==> src/core/flc_pkg.sv <==
// Package for the loop-2 configuration register bank.
// Assumes a 16-bit register word reached over a plain strobe port.
package flc_pkg;
   localparam int ADDR_W = 10;
   localparam int DATA_W = 16;
   // Register offsets (word addresses)
   localparam logic [9:0] OFS_LOOP_ENABLE = 10'h191;
   localparam logic [9:0] OFS_INTEGER = 10'h192;
   localparam logic [9:0] OFS_FRAC_NUM = 10'h193;
   localparam logic [9:0] OFS_FRAC_DEN = 10'h194;
   localparam logic [9:0] OFS_DIVIDERS = 10'h195;
   localparam logic [9:0] OFS_REF_SEL = 10'h196;
   localparam logic [9:0] OFS_GAIN = 10'h199;
   localparam logic [9:0] OFS_SYNC_EN = 10'h1A1;
   localparam logic [9:0] OFS_SYNC_INT = 10'h1A2;
   localparam logic [9:0] OFS_SYNC_NUM = 10'h1A3;
   localparam logic [9:0] OFS_SYNC_DEN = 10'h1A4;
   localparam logic [9:0] OFS_SYNC_DIV = 10'h1A5;
   localparam logic [9:0] OFS_SYNC_REF = 10'h1A6;
   localparam logic [9:0] OFS_SYNC_GBW = 10'h1A7;
   // Field positions
   localparam int UPD_BIT = 15;
   localparam int ENA_BIT = 0;
   localparam int BW_BIT = 0;
   localparam int OSCDIV_LSB = 8;
   localparam int OUTDIV_LSB = 1;
   localparam int PRESCALE_LSB = 6;
   localparam int GAIN_LSB = 2;
   // Reset values
   localparam logic [15:0] RST_FRAC_NUM = 16'h0018;
   localparam logic [15:0] RST_FRAC_DEN = 16'h007D;
   localparam logic [9:0] RST_INTEGER = 10'h008;
   localparam logic [3:0] RST_OSC_DIV = 4'h0;
   localparam logic [2:0] RST_OUT_DIV = 3'h6;
   localparam logic [1:0] RST_PRESCALE = 2'h0;
   localparam logic [3:0] RST_SOURCE = 4'h0;
   localparam logic [3:0] RST_GAIN = 4'h0;
   localparam logic [15:0] RST_SYNC_WORD = 16'h0000;
   localparam logic [9:0] RST_SYNC_INT = 10'h000;
   localparam logic [2:0] RST_SYNC_OSC = 3'h0;
   localparam logic RST_SYNC_BW = 1'b1;
   // Source select encodings
   localparam logic [3:0] SRC_MCLK_A = 4'h0;
   localparam logic [3:0] SRC_MCLK_B = 4'h1;
   localparam logic [3:0] SRC_SERIAL = 4'h3;
   localparam logic [3:0] SRC_LOOP1 = 4'h4;
   localparam logic [3:0] SRC_LOOP2 = 4'h5;
   localparam logic [3:0] SRC_BCLK_A = 4'h8;
   localparam logic [3:0] SRC_BCLK_B = 4'h9;
   localparam logic [3:0] SRC_BCLK_C = 4'hA;
   localparam logic [3:0] SRC_FCLK_A = 4'hC;
   localparam logic [3:0] SRC_FCLK_B = 4'hD;
   localparam logic [3:0] SRC_FCLK_C = 4'hE;
   // One-hot source line count
   localparam int NUM_SRC = 11;
endpackage : flc_pkg

==> src/core/flc_cfg.sv <==
// Loop-2 configuration register bank with staged multiply update.
// Assumes a register master on ref_clk using one-cycle strobes; read data
// follow one cycle after the read strobe.
// What this block does
// - Holds 16-bit fractional numerator, reset 0x0018.
// - Numerator written while loop runs takes effect only on apply strobe.
// - Holds 16-bit fractional denominator, reset 0x007D.
// - Oscillator divider bits 11:8 divides by code plus one, reset 0.
// - Output divider bits 3:1 divides by code 2..7; 0,1 reserved; reset 6.
// - Reference prescaler bits 7:6 divides by 1,2,4,8; reset 00.
// - Both source selectors share one encoding at bits 3:0.
// - Unassigned source codes are reserved and select nothing.
// - Sync enable bit 0 switches synchroniser path on, reset zero.
// - Holds 10-bit sync integer multiply at bits 9:0, reset zero.
// - Holds 16-bit sync numerator and denominator, both reset zero.
// - Sync oscillator divider 1,2,4,8 for codes 0..3, 16 when top bit set.
// - Sync prescaler bits 7:6 divides by 1,2,4,8; reset 00.
// - Sync bandwidth bit 0: zero wide, one narrow; reset one.
// - Writing one to apply strobe moves pending multiply values into the loop.
// - 10-bit integer multiply, reset 8, applied only on strobe while enabled.
//
// Local design decision: the plain strobed port.
`timescale 1ns/1ps
module flc_cfg (
   input wire logic ref_clk,
   input wire logic reset,
   input wire logic [9:0] reg_addr,
   input wire logic [15:0] reg_wdata,
   input wire logic reg_write,
   input wire logic reg_read,
   output logic [15:0] reg_rdata,
   output logic loop_enable,
   output logic [9:0] integer_mult,
   output logic [15:0] frac_numerator,
   output logic [15:0] frac_denominator,
   output logic [4:0] osc_divide_by,
   output logic [2:0] output_divider,
   output logic [3:0] ref_prescale_by,
   output logic [10:0] ref_source_onehot,
   output logic ref_source_reserved,
   output logic [8:0] loop_gain_factor,
   output logic sync_path_enable,
   output logic [9:0] sync_integer_mult,
   output logic [15:0] sync_frac_numerator,
   output logic [15:0] sync_frac_denominator,
   output logic [4:0] sync_osc_divide_by,
   output logic [3:0] sync_ref_prescale_by,
   output logic [10:0] sync_source_onehot,
   output logic sync_source_reserved,
   output logic [8:0] sync_loop_gain_factor,
   output logic sync_narrow_bandwidth
);
   // Software-visible fields
   logic loop_en_reg, loop_en_next;
   logic [9:0] int_pend_reg, int_pend_next;
   logic [15:0] num_pend_reg, num_pend_next;
   logic [9:0] int_run_reg, int_run_next;
   logic [15:0] num_run_reg, num_run_next;
   logic [15:0] den_reg, den_next;
   logic [3:0] osc_div_reg, osc_div_next;
   logic [2:0] out_div_reg, out_div_next;
   logic [1:0] pre_reg, pre_next;
   logic [3:0] src_reg, src_next;
   logic [3:0] gain_reg, gain_next;
   logic s_en_reg, s_en_next;
   logic [9:0] s_int_reg, s_int_next;
   logic [15:0] s_num_reg, s_num_next;
   logic [15:0] s_den_reg, s_den_next;
   logic [2:0] s_osc_reg, s_osc_next;
   logic [1:0] s_pre_reg, s_pre_next;
   logic [3:0] s_src_reg, s_src_next;
   logic [3:0] s_gain_reg, s_gain_next;
   logic s_bw_reg, s_bw_next;
   logic [15:0] rdata_reg, rdata_next;
   logic [10:0] src_oh, s_src_oh;
   logic src_rsv, s_src_rsv;
   logic [10:0] src_oh_reg, s_src_oh_reg;
   logic src_rsv_reg, s_src_rsv_reg;
   logic [4:0] osc_by_reg, osc_by_next;
   logic [4:0] s_osc_by_reg, s_osc_by_next;
   logic [3:0] pre_by_reg, pre_by_next;
   logic [3:0] s_pre_by_reg, s_pre_by_next;
   logic [8:0] gain_f_reg, gain_f_next;
   logic [8:0] s_gain_f_reg, s_gain_f_next;
   logic wr_int, apply;

   function automatic logic [8:0] gain_of(input logic [3:0] c);
      logic [8:0] g;
      g = 9'h000;
      if (c[3]) begin
         g = 9'h100;
      end else begin
         g = 9'(9'h001 << c[2:0]);
      end
      return g;
   endfunction : gain_of

   function automatic logic [3:0] pre_of(input logic [1:0] c);
      return 4'(4'h1 << c);
   endfunction : pre_of

   flc_src_decode u_src_main (
      .code(src_reg),
      .onehot(src_oh),
      .reserved(src_rsv)
   );

   flc_src_decode u_src_sync (
      .code(s_src_reg),
      .onehot(s_src_oh),
      .reserved(s_src_rsv)
   );

   assign wr_int = reg_write && (reg_addr == flc_pkg::OFS_INTEGER);
   // The strobe bit is write-only; it never stores and reads as zero
   assign apply = wr_int && reg_wdata[flc_pkg::UPD_BIT];

   always_comb begin
      loop_en_next = loop_en_reg;
      int_pend_next = int_pend_reg;
      num_pend_next = num_pend_reg;
      den_next = den_reg;
      osc_div_next = osc_div_reg;
      out_div_next = out_div_reg;
      pre_next = pre_reg;
      src_next = src_reg;
      gain_next = gain_reg;
      s_en_next = s_en_reg;
      s_int_next = s_int_reg;
      s_num_next = s_num_reg;
      s_den_next = s_den_reg;
      s_osc_next = s_osc_reg;
      s_pre_next = s_pre_reg;
      s_src_next = s_src_reg;
      s_gain_next = s_gain_reg;
      s_bw_next = s_bw_reg;
      if (reg_write) begin
         unique case (reg_addr)
            flc_pkg::OFS_LOOP_ENABLE: loop_en_next = reg_wdata[flc_pkg::ENA_BIT];
            flc_pkg::OFS_INTEGER: int_pend_next = reg_wdata[9:0];
            flc_pkg::OFS_FRAC_NUM: num_pend_next = reg_wdata;
            flc_pkg::OFS_FRAC_DEN: den_next = reg_wdata;
            flc_pkg::OFS_DIVIDERS: begin
               osc_div_next = reg_wdata[flc_pkg::OSCDIV_LSB +: 4];
               out_div_next = reg_wdata[flc_pkg::OUTDIV_LSB +: 3];
            end
            flc_pkg::OFS_REF_SEL: begin
               pre_next = reg_wdata[flc_pkg::PRESCALE_LSB +: 2];
               src_next = reg_wdata[3:0];
            end
            flc_pkg::OFS_GAIN: gain_next = reg_wdata[flc_pkg::GAIN_LSB +: 4];
            flc_pkg::OFS_SYNC_EN: s_en_next = reg_wdata[flc_pkg::ENA_BIT];
            flc_pkg::OFS_SYNC_INT: s_int_next = reg_wdata[9:0];
            flc_pkg::OFS_SYNC_NUM: s_num_next = reg_wdata;
            flc_pkg::OFS_SYNC_DEN: s_den_next = reg_wdata;
            flc_pkg::OFS_SYNC_DIV: s_osc_next = reg_wdata[flc_pkg::OSCDIV_LSB +: 3];
            flc_pkg::OFS_SYNC_REF: begin
               s_pre_next = reg_wdata[flc_pkg::PRESCALE_LSB +: 2];
               s_src_next = reg_wdata[3:0];
            end
            flc_pkg::OFS_SYNC_GBW: begin
               s_gain_next = reg_wdata[flc_pkg::GAIN_LSB +: 4];
               s_bw_next = reg_wdata[flc_pkg::BW_BIT];
            end
            default: ;
         endcase
      end
   end

   // Running multiply: follows the pending value while the loop is stopped,
   // so start-up uses the last written value; frozen while running until apply.
   always_comb begin
      int_run_next = int_run_reg;
      num_run_next = num_run_reg;
      if (!loop_en_reg) begin
         int_run_next = int_pend_next;
         num_run_next = num_pend_next;
      end else if (apply) begin
         int_run_next = reg_wdata[9:0];
         num_run_next = num_pend_reg;
      end
   end

   // Decoded divider and gain factors
   always_comb begin
      osc_by_next = 5'(osc_div_reg) + 5'h01;
      if (s_osc_reg[2]) begin
         s_osc_by_next = 5'h10;
      end else begin
         s_osc_by_next = 5'(5'h01 << s_osc_reg[1:0]);
      end
      pre_by_next = pre_of(pre_reg);
      s_pre_by_next = pre_of(s_pre_reg);
      gain_f_next = gain_of(gain_reg);
      s_gain_f_next = gain_of(s_gain_reg);
   end

   // Read mux; unassigned bits and unmapped offsets return zero
   always_comb begin
      rdata_next = 16'h0000;
      if (reg_read) begin
         unique case (reg_addr)
            flc_pkg::OFS_LOOP_ENABLE: rdata_next[flc_pkg::ENA_BIT] = loop_en_reg;
            flc_pkg::OFS_INTEGER: rdata_next[9:0] = int_pend_reg;
            flc_pkg::OFS_FRAC_NUM: rdata_next = num_pend_reg;
            flc_pkg::OFS_FRAC_DEN: rdata_next = den_reg;
            flc_pkg::OFS_DIVIDERS: begin
               rdata_next[flc_pkg::OSCDIV_LSB +: 4] = osc_div_reg;
               rdata_next[flc_pkg::OUTDIV_LSB +: 3] = out_div_reg;
            end
            flc_pkg::OFS_REF_SEL: begin
               rdata_next[flc_pkg::PRESCALE_LSB +: 2] = pre_reg;
               rdata_next[3:0] = src_reg;
            end
            flc_pkg::OFS_GAIN: rdata_next[flc_pkg::GAIN_LSB +: 4] = gain_reg;
            flc_pkg::OFS_SYNC_EN: rdata_next[flc_pkg::ENA_BIT] = s_en_reg;
            flc_pkg::OFS_SYNC_INT: rdata_next[9:0] = s_int_reg;
            flc_pkg::OFS_SYNC_NUM: rdata_next = s_num_reg;
            flc_pkg::OFS_SYNC_DEN: rdata_next = s_den_reg;
            flc_pkg::OFS_SYNC_DIV: rdata_next[flc_pkg::OSCDIV_LSB +: 3] = s_osc_reg;
            flc_pkg::OFS_SYNC_REF: begin
               rdata_next[flc_pkg::PRESCALE_LSB +: 2] = s_pre_reg;
               rdata_next[3:0] = s_src_reg;
            end
            flc_pkg::OFS_SYNC_GBW: begin
               rdata_next[flc_pkg::GAIN_LSB +: 4] = s_gain_reg;
               rdata_next[flc_pkg::BW_BIT] = s_bw_reg;
            end
            default: rdata_next = 16'h0000;
         endcase
      end
   end

   always_ff @(posedge ref_clk or posedge reset) begin
      if (reset) begin
         loop_en_reg <= 1'b0;
         int_pend_reg <= flc_pkg::RST_INTEGER;
         num_pend_reg <= flc_pkg::RST_FRAC_NUM;
         int_run_reg <= flc_pkg::RST_INTEGER;
         num_run_reg <= flc_pkg::RST_FRAC_NUM;
         den_reg <= flc_pkg::RST_FRAC_DEN;
         osc_div_reg <= flc_pkg::RST_OSC_DIV;
         out_div_reg <= flc_pkg::RST_OUT_DIV;
         pre_reg <= flc_pkg::RST_PRESCALE;
         src_reg <= flc_pkg::RST_SOURCE;
         gain_reg <= flc_pkg::RST_GAIN;
         s_en_reg <= 1'b0;
         s_int_reg <= flc_pkg::RST_SYNC_INT;
         s_num_reg <= flc_pkg::RST_SYNC_WORD;
         s_den_reg <= flc_pkg::RST_SYNC_WORD;
         s_osc_reg <= flc_pkg::RST_SYNC_OSC;
         s_pre_reg <= flc_pkg::RST_PRESCALE;
         s_src_reg <= flc_pkg::RST_SOURCE;
         s_gain_reg <= flc_pkg::RST_GAIN;
         s_bw_reg <= flc_pkg::RST_SYNC_BW;
         rdata_reg <= 16'h0000;
         osc_by_reg <= 5'h01;
         s_osc_by_reg <= 5'h01;
         pre_by_reg <= 4'h1;
         s_pre_by_reg <= 4'h1;
         gain_f_reg <= 9'h001;
         s_gain_f_reg <= 9'h001;
         src_oh_reg <= 11'h001;
         s_src_oh_reg <= 11'h001;
         src_rsv_reg <= 1'b0;
         s_src_rsv_reg <= 1'b0;
      end else begin
         loop_en_reg <= loop_en_next;
         int_pend_reg <= int_pend_next;
         num_pend_reg <= num_pend_next;
         int_run_reg <= int_run_next;
         num_run_reg <= num_run_next;
         den_reg <= den_next;
         osc_div_reg <= osc_div_next;
         out_div_reg <= out_div_next;
         pre_reg <= pre_next;
         src_reg <= src_next;
         gain_reg <= gain_next;
         s_en_reg <= s_en_next;
         s_int_reg <= s_int_next;
         s_num_reg <= s_num_next;
         s_den_reg <= s_den_next;
         s_osc_reg <= s_osc_next;
         s_pre_reg <= s_pre_next;
         s_src_reg <= s_src_next;
         s_gain_reg <= s_gain_next;
         s_bw_reg <= s_bw_next;
         rdata_reg <= rdata_next;
         osc_by_reg <= osc_by_next;
         s_osc_by_reg <= s_osc_by_next;
         pre_by_reg <= pre_by_next;
         s_pre_by_reg <= s_pre_by_next;
         gain_f_reg <= gain_f_next;
         s_gain_f_reg <= s_gain_f_next;
         src_oh_reg <= src_oh;
         s_src_oh_reg <= s_src_oh;
         src_rsv_reg <= src_rsv;
         s_src_rsv_reg <= s_src_rsv;
      end
   end

   assign reg_rdata = rdata_reg;
   assign loop_enable = loop_en_reg;
   assign integer_mult = int_run_reg;
   assign frac_numerator = num_run_reg;
   assign frac_denominator = den_reg;
   assign osc_divide_by = osc_by_reg;
   // Reserved output-divider codes pass through unchanged; software must avoid them
   assign output_divider = out_div_reg;
   assign ref_prescale_by = pre_by_reg;
   assign ref_source_onehot = src_oh_reg;
   assign ref_source_reserved = src_rsv_reg;
   assign loop_gain_factor = gain_f_reg;
   assign sync_path_enable = s_en_reg;
   assign sync_integer_mult = s_int_reg;
   assign sync_frac_numerator = s_num_reg;
   assign sync_frac_denominator = s_den_reg;
   assign sync_osc_divide_by = s_osc_by_reg;
   assign sync_ref_prescale_by = s_pre_by_reg;
   assign sync_source_onehot = s_src_oh_reg;
   assign sync_source_reserved = s_src_rsv_reg;
   assign sync_loop_gain_factor = s_gain_f_reg;
   assign sync_narrow_bandwidth = s_bw_reg;
endmodule : flc_cfg

==> src/core/flc_src_decode.sv <==
// Reference source decoder: turns a 4-bit select code into a one-hot line.
// Assumes a caller that registers the result; pure combinational.
`timescale 1ns/1ps
module flc_src_decode (
   input wire logic [3:0] code,
   output logic [10:0] onehot,
   output logic reserved
);
   always_comb begin
      onehot = 11'h000;
      reserved = 1'b0;
      unique case (code)
         flc_pkg::SRC_MCLK_A: onehot[0] = 1'b1;
         flc_pkg::SRC_MCLK_B: onehot[1] = 1'b1;
         flc_pkg::SRC_SERIAL: onehot[2] = 1'b1;
         flc_pkg::SRC_LOOP1: onehot[3] = 1'b1;
         flc_pkg::SRC_LOOP2: onehot[4] = 1'b1;
         flc_pkg::SRC_BCLK_A: onehot[5] = 1'b1;
         flc_pkg::SRC_BCLK_B: onehot[6] = 1'b1;
         flc_pkg::SRC_BCLK_C: onehot[7] = 1'b1;
         flc_pkg::SRC_FCLK_A: onehot[8] = 1'b1;
         flc_pkg::SRC_FCLK_B: onehot[9] = 1'b1;
         flc_pkg::SRC_FCLK_C: onehot[10] = 1'b1;
         // Reserved codes select nothing and raise a flag
         default: reserved = 1'b1;
      endcase
   end
endmodule : flc_src_decode

==> config.mk <==
export PLATFORM = sky130hd
export DESIGN_NAME = flc_cfg
export DESIGN_NICKNAME = d
export VERILOG_FILES = /design/src/core/flc_pkg.sv /design/src/core/flc_cfg.sv /design/src/core/flc_src_decode.sv
export SDC_FILE = /design/constraint.sdc
export NUM_CORES = 1
export LEC_CHECK = 0
export CAP_MARGIN = 20
export CORE_ASPECT_RATIO = 2
export CORE_MARGIN = 4
export CORE_UTILIZATION = 63
export DETAILED_ROUTE_END_ITERATION = 10
export DONT_BUFFER_PORTS = 1
export HOLD_SLACK_MARGIN = 0.05
export PLACE_DENSITY = 0.79
export SLEW_MARGIN = 20
export SYNTH_ARGS = -nofsm -noshare
export SYNTH_HDL_FRONTEND = slang
export SYNTH_SLANG_ARGS = --single-unit
==> constraint.sdc <==
create_clock -name ref_clk -period 8 [get_ports ref_clk]
set_clock_uncertainty 0.2 [all_clocks]
set_input_delay 0.8 -clock ref_clk [delete_from_list [all_inputs] [get_ports ref_clk]]
set_output_delay 0.8 -clock ref_clk [all_outputs]
set_load 0.05 [all_outputs]
Yosys cells after proc, flatten, opt, wreduce, memory -nomap -nowiden --
Cells that the tools add are included.
Operators by class: $add $sub $neg 1, equality and inequality tests 35, shift operators 5, mux-type cells 45, reduce and logical (&&, ||, !) cells 18
Operator list (number):
- $eq 10x9->1 const B | 14
- $mux 16 | 5
- $eq 4x4->1 const B | 12
- $pmux 2 s8 | 3
- $mux 10 | 4
- $mux 1 | 24
- $reduce_and 2->1 | 12
- $pmux 2 s11 | 1
- $reduce_or 11->1 | 2
- $mux 9 | 2
- $shl 1x3->9 const A | 2
- $eq 4x3->1 const B | 4
- $pmux 4 s4 | 1
- $pmux 1 s11 | 1
- $pmux 1 s9 | 1
- $eq 4x1->1 const B | 2
- $eq 4x2->1 const B | 2
- $logic_not 4->1 | 2
- $shl 1x2->4 const A | 2
- $pmux 1 s6 | 1
- $add 4x1->5 const B | 1
- $mux 5 | 1
- $pmux 1 s5 | 1
- $shl 1x2->5 const A | 1
- other kinds (2) | 3
Storage, ports and cells: bits in registers 219, output and inout port bits 166, word-level logic and storage cells 135

Longest topological paths before layout --
word-level depth 5, gate-level depth with buffers 10

Modules after synthesis --
From an unflattened synthesis, not the netlist that was laid out.
Second synthesis, totals: cells, all modules 721, area total of the unflattened synthesis 9332.7 µm²
By module, submodules not included:
- flc_cfg | instances 1, cells an instance 679, area an instance 9082.5 µm², seq. area each 5509.0 µm²
- flc_src_decode | instances 2, cells an instance 21, area an instance 125.1 µm², seq. area each 0.0 µm²

Worst setup path after synthesis --
Ideal clock, no wire load.
path type input port to flip-flop, start point input reg_addr[0], end point register num_run_reg[0], in the netlist frac_numerator[0], data arrival time 2.289 ns, data required time 7.675 ns, setup slack 5.386 ns, stages 8, buffers on the path 3, path through buf_4 nor4b_4 nand4_2 o21ai_2 and2_4 buf_6 buf_6 a21oi_2
On the way: longest elaborated chain between the ends 4
RTL lines:
- start, declared | line flc_cfg.sv:27 | input wire logic [9:0] reg_addr,
- $eq 10x9->1, on equally long branches | line flc_cfg.sv:138, flc_cfg.sv:114
- $mux 16 or $logic_and 1x1->1 (tied branches) | line flc_cfg.sv:138, flc_cfg.sv:114
- $mux 16 or $logic_and 1x1->1 (tied branches) | line flc_cfg.sv:137, flc_cfg.sv:116
- $mux 16 or $ne 2x1->1 (tied branches)
- end signal, assigned | line flc_cfg.sv:240 | num_run_reg <= flc_pkg::RST_FRAC_NUM;
- end signal, assigned | line flc_cfg.sv:272 | num_run_reg <= num_run_next;
- end, declared | line flc_cfg.sv:58 | logic [15:0] num_run_reg, num_run_next;
Parallel ways exist; a longest one is shown, timed or not. A chain may end at the register's enable or synchronous reset.

Final worst setup path --
start point input reg_addr[4], end point register num_run_reg[14], in the netlist frac_numerator[14]
The elaborated chain is that of the path after synthesis.

==> results.toml <==
[clock_tree]
insertion_delay_ps = 500
numCtsBuffers = 19
ctsResizeCount = 0
cts_max_path_buffers = 3
clkSlewWorstSetupHoldPaths_ps = 70
cts_tree = "done"
cts_sinks = 219
cts-root-buf = "clkbuf_16"
h-tree-depth = 1
cts_setup_buffers = 0
cts_hold_buf = 0

[placed_design]
place_congestion = 0.950
port_buffers = 0
place_area_mm2 = 0.00920
detailed_place_hpwl_um = 18500

[finish]
fin_nets = 726
mostFrequentLayoutCell = "dfrtp_1"
diodes = 0
final_area_mm2 = 0.00979
fin_util_pct = 68.2
regArea_mm2 = 0.00551
multi_input_area_mm2 = 0.00336
fillers = 1048
final_cell_mix = "196 x dfrtp_1, 119 x mux2_2, 54 x nor2_1, 26 x a22oi_1, 25 x o22ai_1"
area_growth_pct = 6.84
drive_gt1_share_pct = 28.1

[routing]
post_drt_wl_per_cell_um = 28.2
dr.pass1.iters = 6
vias_per_cell = 6.70
route.vias.total = 6028
drcViolationCount = 0
antenna_left = 0
dr.first_iter.drc_count = 456
wl_um = 25400

[timing]
rsz0062_at_grt = "false"
hold_viol = 0
final.setup.tns_ps = 0
max_freq_mhz = 317
worst_pin_slew_ps = 938
maxSlewViolCount = 0
setup-violations-final = 0
finalCritPeriodShare_pct = 39.5
min_period_ps = 3160
relSlewSlack_pct = 37.3
hold_slack_ps = 106

[grt]
grt_overflow = 0
grt_pass1_wl_um = 37900
grt_usage_pct = 30.7
grt_max_degree = 130
grt_pass1_vias = 6292
antenna_found_initial = 0

[critical_path]
cp_top_family = "simple AND/OR/NAND/NOR gates"
startpoint_type = "primary input"
cp_max_fo = 26
required_ps = 8170
crit_slowest_cell = "o21ai_4"
crit_type = "in2reg"
end_kind = "flop"
crit_path_max_incr_delay_ps = 760
path_cells = "nor2b_1 > nand4_2 > o21ai_4 > and2_4 > a21oi_1"
arrival_ps = 3320
critPathBufInv = 0

[pwr]
leakagePower_nw = 4.58
vdd.ir_drop.worst_mv = 0.215
p_per_area_mw_per_mm2 = 216

[floorplan]
std_cell_rows = 62
core_mm2 = 0.0144
dieHeight_um = 179
floorplan.initialDensity_pct = 63.9
die_w_um = 93.3
num_io_pins = 196
die-area_mm2 = 0.0167

[min_path]
worst_hold_path_type = "in2async"

[synthesis]
syn_avg_cell_area_um2 = 12.8
synth_area_mm2 = 0.00917
ys_warn_count = 0
async_reset_ff_share_pct = 100
ys_seq_area_share_pct = 60.1
synth_fp_nets = 748
synth-edff-count = 0
synth_seq_cells = 219
synthCells = 717
synth_ff_type = "dfrtp_1"
synth.distinct_cells = 64

[job]
drv_cap = 0

[run_status]
outcome = "finished clean"
cells by family (layout without fill, tap and decap cells):
logic type                 after synthesis  count (layout)  synth area share [%]
and+or+nand+nor                        175             175                  10.9
buffers and inverters                   67              58                  3.37
AOI/OAI and AO/OA                      132             132                  10.5
DFF                                    219             219                  60.1
muxes                                  121             121                  14.8
adders and majority gates                1               1                 0.136
xor gates and xnor gates                 2               2                 0.191
cell type report:
type	instances	share of cell area [%]
Sequential cell	219	56.2
Multi-Input combinational cell	431	34.3
Timing Repair Buffer	2	0.192
Clock inverter	6	0.409
Clock buffer	28	5.51
Tap cell	192	2.45
Inverter	22	0.920
through the flow:
stage / setup WS [ps] / instances / power (mW)
after CTS: 4620 / 900 / 2.13
final: 4840 / 900 / 2.12
after global routing: 4680 / 900 / 2.18
after floorplan: 1050 / 717 / 1.26
after detailed placement: 4130 / 866 / 1.27
after global placement: 4230 / 866 / 1.27
metal layers:
metal  share of wire, %  global-route usage, %  up-vias
li1                   -                      -     2550
met1                 31                   30.6     3087
met2                 55                   55.7      305
met3                8.2                   8.65       86
met4                6.2                   17.4        0
met5                  0                      0        -
worst paths after layout:
path	from	end	slack, ps	cells after the start
min in group ref_clk	reg_read	reg_rdata[0]	240	1
max	reg_addr[4]	frac_numerator[14]	4840	5
max reg2reg	loop_enable	frac_numerator[14]	5370	3
max in group asynchronous	reset	integer_mult[6]	6120	2
min	reset	sync_ref_prescale_by[2]	110	1
min reg2reg	num_pend_reg[3]	frac_numerator[3]	280	2
report_power, final:
group | switching [mW] | leakage [nW] | internal (mW)
sequential | 0.0623 | 2.97 | 1.13
combinational | 0.0405 | 1.33 | 0.0192
clock | 0.396 | 0.283 | 0.472
total | 0.499 | 4.58 | 1.62
Yosys cell counts (4+ instances only):
cell | instances | area [µm²]
nor3_1 | 24 | 120
a222oi_1 | 8 | 80.1
and3_1 | 4 | 25.0
nor3b_1 | 4 | 30.0
o31a_1 | 5 | 43.8
mux2_2 | 119 | 1340
nor2_1 | 54 | 203
o22ai_1 | 25 | 156
o21ai_0 | 7 | 35.0
nor4_1 | 4 | 25.0
buf_1 | 10 | 37.5
nand3_1 | 5 | 25.0
nand2_1 | 24 | 90.1
o211ai_1 | 4 | 30.0
and2_1 | 5 | 31.3
a21oi_1 | 17 | 85.1
nor2b_1 | 10 | 62.6
buf_2 | 13 | 65.1
a31oi_1 | 5 | 31.3
inv_1 | 22 | 82.6
a21oi_2 | 10 | 87.6
dfstp_2 | 23 | 604
buf_6 | 4 | 45.0
nand2b_1 | 17 | 106
dfrtp_1 | 196 | 4900
a22oi_1 | 26 | 195
clkbuf_1 | 15 | 56.3
a22o_1 | 11 | 96.3
(Power assumes the default switching activity.)
